File: src/verilog/flash_host_pkg.sv
// Purpose: Shared constants for the parallel flash status controller.
// Assumes: 25 MHz pclk, byte-wide flash data bus, APB register access.
// Notes: Register offsets are byte addresses of aligned 32-bit words.
package flash_host_pkg;
   // APB register map.
   localparam logic [7:0] OFF_CTRL = 8'h00;
   localparam logic [7:0] OFF_ADDR = 8'h04;
   localparam logic [7:0] OFF_WDATA = 8'h08;
   localparam logic [7:0] OFF_RESULT = 8'h0C;
   localparam logic [31:0] CTRL_RESET = 32'h0000_0000;
   // Control register fields.
   localparam int CTRL_OP_LO = 0;
   localparam int CTRL_BOUND_BIT = 3;
   localparam int CTRL_PROG_LIMIT_BIT = 4;
   localparam int CTRL_PE_ENABLE_BIT = 8;
   // Operation codes written to the control register.
   localparam logic [1:0] OP_NONE = 2'h0;
   localparam logic [1:0] OP_WRITE = 2'h1;
   localparam logic [1:0] OP_READ = 2'h2;
   localparam logic [1:0] OP_POLL = 2'h3;
   // Result register fields.
   localparam int RES_READ_LO = 0;
   localparam int RES_STATUS_LO = 8;
   localparam int RES_BUSY_BIT = 16;
   localparam int RES_TIMEOUT_BIT = 17;
   localparam int RES_ERROR_BIT = 18;
   // Flash status byte layout.
   localparam int READY_BIT = 7;
   localparam int ERASE_SUSP_BIT = 6;
   localparam logic [7:0] STATUS_MASK = 8'hFE;
   localparam logic [7:0] ERROR_MASK = 8'h3A;
   localparam logic [7:0] CMD_CLEAR_STATUS = 8'h50;
   localparam logic [7:0] CMD_READ_STATUS = 8'h70;
   // Timing.
   localparam int CLK_MHZ = 25;
   localparam int PROG_SUSP_MAX_US = 20;
   localparam int ERASE_SUSP_MAX_US = 25;
   localparam int TIMER_W = 12;
   localparam logic [11:0] PROG_SUSP_CYCLES = 12'(PROG_SUSP_MAX_US * CLK_MHZ);
   localparam logic [11:0] ERASE_SUSP_CYCLES = 12'(ERASE_SUSP_MAX_US * CLK_MHZ);
   localparam int SYNC_CYCLES = 4;
   typedef enum logic [4:0]
   {
      ST_IDLE = 5'b00001,
      ST_WSTROBE = 5'b00010,
      ST_WRECOVER = 5'b00100,
      ST_RSTROBE = 5'b01000,
      ST_RGAP = 5'b10000
   } state_t;
endpackage

File: src/verilog/pin_sync.sv
// Purpose: Three-stage synchroniser for a group of pin inputs.
// Assumes: Inputs are asynchronous to pclk.
// Notes: A bit changes at the output only once stages two and three agree.
`timescale 1ns/1ns
module pin_sync #(
   parameter int WIDTH = 8
) (
   input wire logic pclk,
   input wire logic presetn,
   input wire logic [WIDTH-1:0] pin_in,
   output logic [WIDTH-1:0] sync_q
);
   logic [WIDTH-1:0] s1_q;
   logic [WIDTH-1:0] s2_q;
   logic [WIDTH-1:0] s3_q;
   wire [WIDTH-1:0] agree_w = ~(s2_q ^ s3_q);
   wire [WIDTH-1:0] sync_d = (agree_w & s3_q) | (~agree_w & sync_q);

   always_ff @(posedge pclk or negedge presetn)
   begin
      if (!presetn)
      begin
         s1_q <= '0;
         s2_q <= '0;
         s3_q <= '0;
         sync_q <= '0;
      end
      else
      begin
         s1_q <= pin_in;
         s2_q <= s1_q;
         s3_q <= s2_q;
         sync_q <= sync_d;
      end
   end
endmodule

File: src/verilog/flash_status_host.sv
// Purpose: Host-side controller that drives a parallel flash and polls its status byte.
// Assumes: Byte mode; the flash keeps its own status rules; APB software interface.
// Notes: Polling toggles output enable between reads so each read shows fresh status.
//
// Summary of operation
// - Fresh status appears per output-enable toggle or chip reselect; host toggles.
// - Host polls ready until 1, then checks the error flags.
// - Erase-suspended bit 6 is valid only while ready reads 1.
// - Erase-error clears only by clear-status or reset; host keeps its error summary until software sends clear-status.
// - Host masks reserved status bit 0.
`timescale 1ns/1ns
module flash_status_host
   import flash_host_pkg::*;
#(
   parameter int ADDR_W = 23,
   parameter int STROBE_CYCLES = 3
) (
   input wire logic pclk,
   input wire logic presetn,
   input wire logic psel,
   input wire logic penable,
   input wire logic pwrite,
   input wire logic [7:0] paddr,
   input wire logic [31:0] pwdata,
   output logic [31:0] prdata_q,
   output logic pready_q,
   output logic pslverr_q,
   output logic [ADDR_W-1:0] flash_addr_q,
   output logic [7:0] flash_dq_out_q,
   output logic flash_dq_oe_q,
   input wire logic [7:0] flash_dq_in,
   output logic flash_ce_n_q,
   output logic flash_oe_n_q,
   output logic flash_we_n_q,
   output logic program_erase_enable_q
);
   localparam logic [TIMER_W-1:0] STROBE_LOAD = TIMER_W'(STROBE_CYCLES - 1);
   localparam logic [TIMER_W-1:0] READ_LOAD = TIMER_W'(STROBE_CYCLES + SYNC_CYCLES - 1);

   state_t state_q;
   logic [TIMER_W-1:0] timer_q;
   logic [TIMER_W-1:0] poll_cnt_q;
   logic [ADDR_W-1:0] addr_reg_q;
   logic [7:0] wdata_q;
   logic bound_q;
   logic prog_limit_q;
   logic poll_mode_q;
   logic [7:0] read_byte_q;
   logic [7:0] status_q;
   logic timeout_q;
   logic error_any_q;
   logic busy_q;
   logic [7:0] dq_sync;

   pin_sync #(.WIDTH(8)) u_dq_sync (
      .pclk(pclk),
      .presetn(presetn),
      .pin_in(flash_dq_in),
      .sync_q(dq_sync)
   );

   // APB decode; the slave answers one cycle after setup, with no wait states.
   wire setup_w = psel & ~penable & ~pready_q;
   wire access_w = psel & penable & pready_q;
   wire hit_ctrl_w = (paddr == OFF_CTRL);
   wire hit_addr_w = (paddr == OFF_ADDR);
   wire hit_wdata_w = (paddr == OFF_WDATA);
   wire hit_result_w = (paddr == OFF_RESULT);
   wire hit_w = hit_ctrl_w | hit_addr_w | hit_wdata_w | hit_result_w;
   wire wr_ctrl_w = access_w & pwrite & hit_ctrl_w;
   wire [1:0] op_w = pwdata[CTRL_OP_LO +: 2];
   // Orders arriving while an operation runs are dropped; software checks busy first.
   wire start_w = wr_ctrl_w & (state_q == ST_IDLE) & (op_w != OP_NONE);
   wire [31:0] ctrl_rd_w = {23'h00_0000, program_erase_enable_q, 3'h0, prog_limit_q,
                            bound_q, 3'h0};
   wire [31:0] result_rd_w = {13'h0000, error_any_q, timeout_q, busy_q,
                              status_q, read_byte_q};
   wire [31:0] rd_mux_w = hit_ctrl_w ? ctrl_rd_w :
                          hit_addr_w ? 32'(addr_reg_q) :
                          hit_wdata_w ? {24'h00_0000, wdata_q} :
                          hit_result_w ? result_rd_w : CTRL_RESET;

   // Capture decisions at the end of a read strobe.
   wire [7:0] masked_w = dq_sync & STATUS_MASK;
   wire ready_w = dq_sync[READY_BIT];
   wire [TIMER_W-1:0] poll_limit_w = prog_limit_q ? PROG_SUSP_CYCLES : ERASE_SUSP_CYCLES;
   // Suspend latency bounds the wait when software asks for a bounded poll.
   wire limit_hit_w = bound_q & (poll_cnt_q >= poll_limit_w);
   wire timer_done_w = (timer_q == '0);
   wire repoll_w = poll_mode_q & ~ready_w & ~limit_hit_w;
   wire clear_cmd_w = (wdata_q == CMD_CLEAR_STATUS);

   always_ff @(posedge pclk or negedge presetn)
   begin
      if (!presetn)
      begin
         pready_q <= 1'b0;
         pslverr_q <= 1'b0;
         prdata_q <= CTRL_RESET;
         addr_reg_q <= '0;
         wdata_q <= 8'h00;
         bound_q <= 1'b0;
         prog_limit_q <= 1'b0;
         program_erase_enable_q <= 1'b0;
      end
      else
      begin
         pready_q <= setup_w;
         if (setup_w)
         begin
            prdata_q <= rd_mux_w;
            pslverr_q <= ~hit_w;
         end
         if (access_w & pwrite & hit_addr_w)
            addr_reg_q <= pwdata[ADDR_W-1:0];
         if (access_w & pwrite & hit_wdata_w)
            wdata_q <= pwdata[7:0];
         if (wr_ctrl_w)
         begin
            bound_q <= pwdata[CTRL_BOUND_BIT];
            prog_limit_q <= pwdata[CTRL_PROG_LIMIT_BIT];
            program_erase_enable_q <= pwdata[CTRL_PE_ENABLE_BIT];
         end
      end
   end

   always_ff @(posedge pclk or negedge presetn)
   begin
      if (!presetn)
      begin
         state_q <= ST_IDLE;
         timer_q <= '0;
         poll_cnt_q <= '0;
         poll_mode_q <= 1'b0;
         busy_q <= 1'b0;
         flash_addr_q <= '0;
         flash_dq_out_q <= 8'h00;
         flash_dq_oe_q <= 1'b0;
         flash_ce_n_q <= 1'b1;
         flash_oe_n_q <= 1'b1;
         flash_we_n_q <= 1'b1;
         read_byte_q <= 8'h00;
         status_q <= 8'h00;
         timeout_q <= 1'b0;
         error_any_q <= 1'b0;
      end
      else
      begin
         timer_q <= timer_done_w ? timer_q : timer_q - 1'b1;
         if (poll_mode_q & bound_q & ~limit_hit_w)
            poll_cnt_q <= poll_cnt_q + 1'b1;
         unique case (state_q)
            ST_IDLE:
            begin
               if (start_w)
               begin
                  busy_q <= 1'b1;
                  timeout_q <= 1'b0;
                  poll_cnt_q <= '0;
                  poll_mode_q <= (op_w == OP_POLL);
                  flash_addr_q <= addr_reg_q;
                  flash_ce_n_q <= 1'b0;
                  if (op_w == OP_WRITE)
                  begin
                     // Command writes such as read-status put the flash in status mode.
                     flash_dq_out_q <= wdata_q;
                     flash_dq_oe_q <= 1'b1;
                     flash_we_n_q <= 1'b0;
                     timer_q <= STROBE_LOAD;
                     state_q <= ST_WSTROBE;
                  end
                  else
                  begin
                     // Status reads ignore the address, so the held address is harmless.
                     flash_oe_n_q <= 1'b0;
                     timer_q <= READ_LOAD;
                     state_q <= ST_RSTROBE;
                  end
               end
            end
            ST_WSTROBE:
            begin
               if (timer_done_w)
               begin
                  flash_we_n_q <= 1'b1;
                  timer_q <= STROBE_LOAD;
                  state_q <= ST_WRECOVER;
               end
            end
            ST_WRECOVER:
            begin
               if (timer_done_w)
               begin
                  flash_ce_n_q <= 1'b1;
                  flash_dq_oe_q <= 1'b0;
                  busy_q <= 1'b0;
                  state_q <= ST_IDLE;
                  // Only clear-status wipes the cached error summary.
                  if (clear_cmd_w)
                     error_any_q <= 1'b0;
               end
            end
            ST_RSTROBE:
            begin
               if (timer_done_w)
               begin
                  read_byte_q <= dq_sync;
                  flash_oe_n_q <= 1'b1;
                  if (poll_mode_q)
                     status_q <= masked_w;
                  if (repoll_w)
                  begin
                     // Deselect between polls so the flash refreshes its status.
                     flash_ce_n_q <= 1'b1;
                     timer_q <= STROBE_LOAD;
                     state_q <= ST_RGAP;
                  end
                  else
                  begin
                     flash_ce_n_q <= 1'b1;
                     busy_q <= 1'b0;
                     poll_mode_q <= 1'b0;
                     state_q <= ST_IDLE;
                     timeout_q <= poll_mode_q & ~ready_w;
                     // Error bits are trusted only once ready reads 1.
                     if (poll_mode_q & ready_w & |(dq_sync & ERROR_MASK))
                        error_any_q <= 1'b1;
                  end
               end
            end
            ST_RGAP:
            begin
               if (timer_done_w)
               begin
                  flash_ce_n_q <= 1'b0;
                  flash_oe_n_q <= 1'b0;
                  timer_q <= READ_LOAD;
                  state_q <= ST_RSTROBE;
               end
            end
         endcase
      end
   end
endmodule

File: config.mk
export PLATFORM = sky130hd
export DESIGN_NAME = flash_status_host
export DESIGN_NICKNAME = d
export VERILOG_FILES = /design/src/verilog/flash_host_pkg.sv /design/src/verilog/pin_sync.sv /design/src/verilog/flash_status_host.sv
export SDC_FILE = /design/constraint.sdc
export NUM_CORES = 1
export LEC_CHECK = 0
export ABC_AREA = 0
export BUFFER_PORTS_ARGS = -buffer_cell sky130_fd_sc_hd__buf_2
export CORE_MARGIN = 2
export CORE_UTILIZATION = 45
export CTS_CLUSTER_DIAMETER = 60
export DETAILED_ROUTE_END_ITERATION = 6
export GPL_ROUTABILITY_DRIVEN = 0
export PLACE_DENSITY = 0.77
export SLEW_MARGIN = 20
export SYNTH_ARGS = -nofsm -noshare
export SYNTH_HDL_FRONTEND = slang
export SYNTH_SLANG_ARGS = --single-unit
File: constraint.sdc
create_clock -name pclk -period 3.1 [get_ports pclk]
set_input_delay 0.155 -clock pclk [delete_from_list [all_inputs] [get_ports pclk]]
set_output_delay 0.155 -clock pclk [all_outputs]
set_load 0.02 [all_outputs]
==> impl_metrics.json <==
{
  "status": "completed",
  "endpoint_kind": "register",
  "vias_per_cell": 5.41,
  "yosysMostFrequentCell": "dfrtp_1",
  "die_w_um": 133,
  "drtPass1Iterations": 4,
  "final_area_um2": 9210,
  "peakVddDrop_uv": 465,
  "cts_tree": "yes",
  "synth_cell_type_count": 66,
  "power_density_nw_per_um2": 586,
  "worstHoldPathType": "input port to register",
  "startpoint_type": "register",
  "grt_use_total_pct": 20.9,
  "synth_area_leader_cell": "dfrtp_1",
  "clockRootBuffer": "clkbuf_16",
  "final.fill_count": 1354,
  "tightestPinTransition_ps": 794,
  "dieArea_um2": 17800,
  "slowest_stage": "a2111oi_1",
  "clk_latency_ps": 430,
  "path_class": "register to register",
  "slew_headroom_pct": 46.8,
  "htreeDepth": 4,
  "io_pins": 123,
  "power_mw": 5.40,
  "cts_sinks": 174,
  "cpPeakStageDelay_ps": 640,
  "synth-async-reset-ratio_pct": 100,
  "multi_input_area_um2": 2950,
  "dieHeight_um": 133,
  "maxCapViolCount": 0,
  "crit_family": "compound AO/OA/AOI/OAI gates",
  "grt_pass1_wl_mm": 28.8,
  "vias": 5554,
  "finalSetupViolations": 0,
  "cts_buffers": 17,
  "port_buffers": 104,
  "path_clk_slew_ps": 70,
  "grt_max_degree": 87,
  "place_area_um2": 8300,
  "synth_common_cells": "170 x dfrtp_1, 110 x nand2_1, 49 x nor2_1",
  "dr.first_iter.drc_count": 392,
  "hpwl_mm": 11.9,
  "worst-path-buf-inv": 1,
  "syn_avg_cell_area_um2": 11.5,
  "cts_buffer_depth": 2,
  "yosysTopAreaCellShare_pct": 56.6,
  "synth_edf_count": 0,
  "drt-wirelength-per-cell_um": 17.3,
  "ys.flop_type": "dfrtp_1",
  "ys_ff_latch": 174,
  "routed_wl_mm": 17.8,
  "timing.rr.start": "poll_cnt_q[9]",
  "ff_latch_area_um2": 4360,
  "p_leak_nw": 4.53,
  "rsz0062_at_grt": "no",
  "yosys-top-cells-area": "dfrtp_1 57%, mux2_2 6.3%, nand2_1 5.5%",
  "hold_start": "pwdata[0]",
  "antenna_found_initial": 1,
  "drive_gt1_share_pct": 28.7,
  "yosysWarnings": 0,
  "nets": 854,
  "ys_seq_area_share_pct": 58.0,
  "ant_nets": 0,
  "area_delta_synth_final_pct": 22.4,
  "period_needed_ps": 2550,
  "initial_core_util_pct": 45.7,
  "fmax_ghz": 0.393,
  "hold_violations": 0,
  "skew_ps": 6.86,
  "arrival_ps": 2850,
  "cp.required_ps": 3400,
  "cp_max_fo": 8,
  "startpoint": "poll_cnt_q[9]",
  "grt_pass1_vias": 5510,
  "cts-resized-gates": 0,
  "path_cells": "ha_1 -> a2111oi_1 -> nand2_1 -> o31a_1 -> a211oi_1 -> buf_4 -> a21oi_1",
  "row_count": 47,
  "drc": 0,
  "timing.final.crit_share_pct": 82.1,
  "synthesis.area_um2": 7520,
  "tns_ps": 0,
  "overflow": 0,
  "syn_inst": 652,
  "core_um2": 16500,
  "slew_violations": 0
}
power by group:
part	total [mW]	internal, mW	switching [mW]
Combinational	0.675	0.274	0.400
Clock	2.20	1.30	0.902
Sequential	2.53	2.40	0.129
Total	5.40	3.97	1.43
flip-flops by register name, summed over array words and instances (netlist names), 5 cells and up, named ones only:
name / flops
addr_reg_q: 23
flash_addr_q: 23
prdata_q: 23
poll_cnt_q: 12
timer_q: 12
flash_dq_out_q: 8
read_byte_q: 8
u_dq_sync.s1_q: 8
u_dq_sync.s2_q: 8
u_dq_sync.s3_q: 8
wdata_q: 8
status_q: 7
state_q: 5
what timing repair did:
action                    in CTS  in global routing
hold endpoints to repair     115                  0
buffers inserted               0                  0
hold buffers                  30                  0
tightest hold or removal path: cells and delay by family:
kind | cells | cell delay [ps]
and+or+nand+nor | 1 | 70
buffers and inverters | 1 | 140
AOI/OAI and AO/OA | 1 | 70
logic make-up (layout without fill, tap and decap cells):
kind of cell,after synthesis,after routing,share of synthesized area [%]
AND/OR/NAND/NOR,245,245,15.8
buffers and inverters,47,193,3.18
AO/OA/AOI/OAI,95,95,8.50
XOR/XNOR,7,7,0.815
other,1,10,0.0499
flip-flops,174,174,58.0
adder cells (fa/ha/maj),16,16,2.40
multiplexers,67,67,11.3
layout by cell type (no fill, tap or decap), types with 3 or more instances in the layout:
cell type	synthesis	final
dfrtp_1	170	170
nand2_1	110	110
buf_2	5	103
nor2_1	49	49
mux2_2	42	42
dlygate4sd3_1	0	30
a21oi_1	24	24
mux2_4	20	20
o21ai_0	18	18
clkbuf_16	0	17
nand3_1	15	15
buf_4	11	14
inv_1	10	10
a221oi_1	10	10
o31ai_1	9	9
conb_1	1	9
nor4_1	8	8
maj3_1	8	8
ha_1	8	8
nor3_1	7	7
and3_1	7	7
or4_1	7	7
a22oi_1	7	7
nand4_1	6	6
nor2b_1	6	6
a211oi_1	5	5
or3_1	4	4
and2_1	4	4
xor2_1	4	4
dfstp_2	4	4
or2_2	3	3
o211ai_1	3	3
xnor2_1	3	3
mux2i_1	3	3
a22o_1	3	3
clkinvlp_4	0	3
bufinv_16	0	3
inv_6	0	3
per-stage QoR:
step	utilization, %	std cells	hold slack (ps)	worst slack [ps]
after floorplan	-	660	-141	748
after global placement	50.4	964	263	735
after detailed placement	50.4	964	264	660
after CTS	55.9	1026	36.3	600
after global routing	55.9	1027	56.3	482
final	55.9	1027	52.3	554
layer usage:
metal  vias up  global-route usage [%]  part of all wire, %
met5         -                       0                    0
met1      2744                    27.5                   44
met3        25                    4.95                  5.5
met4         0                    8.63                  2.1
li1       2585                       -                    -
met2       200                    33.6                   49
area by class of cell:
cell class / instances / share of cell area (%)
sequential: 174 / 47.3
inverter: 11 / 0.448
antenna: 1 / 0.0272
clock inverter: 12 / 1.71
clock buffer: 20 / 4.85
multi-input combinational: 439 / 32.1
timing repair buffer: 150 / 10.6
tap: 220 / 2.99
path summary, 6_finish.rpt:
kind                                          end  depth (start not counted)  slack (ps)
worst max-delay path                   timer_q[6]                          7         550
worst min-delay path                  poll_mode_q                          3          50
worst max register to register         timer_q[6]                          7         550
worst min register to register  u_dq_sync.s2_q[6]                          0         350
max in group asynchronous       u_dq_sync.s1_q[6]                          3        1920
min in group asynchronous        flash_addr_q[12]                          2         340
Power figures use the tool's default switching activity.
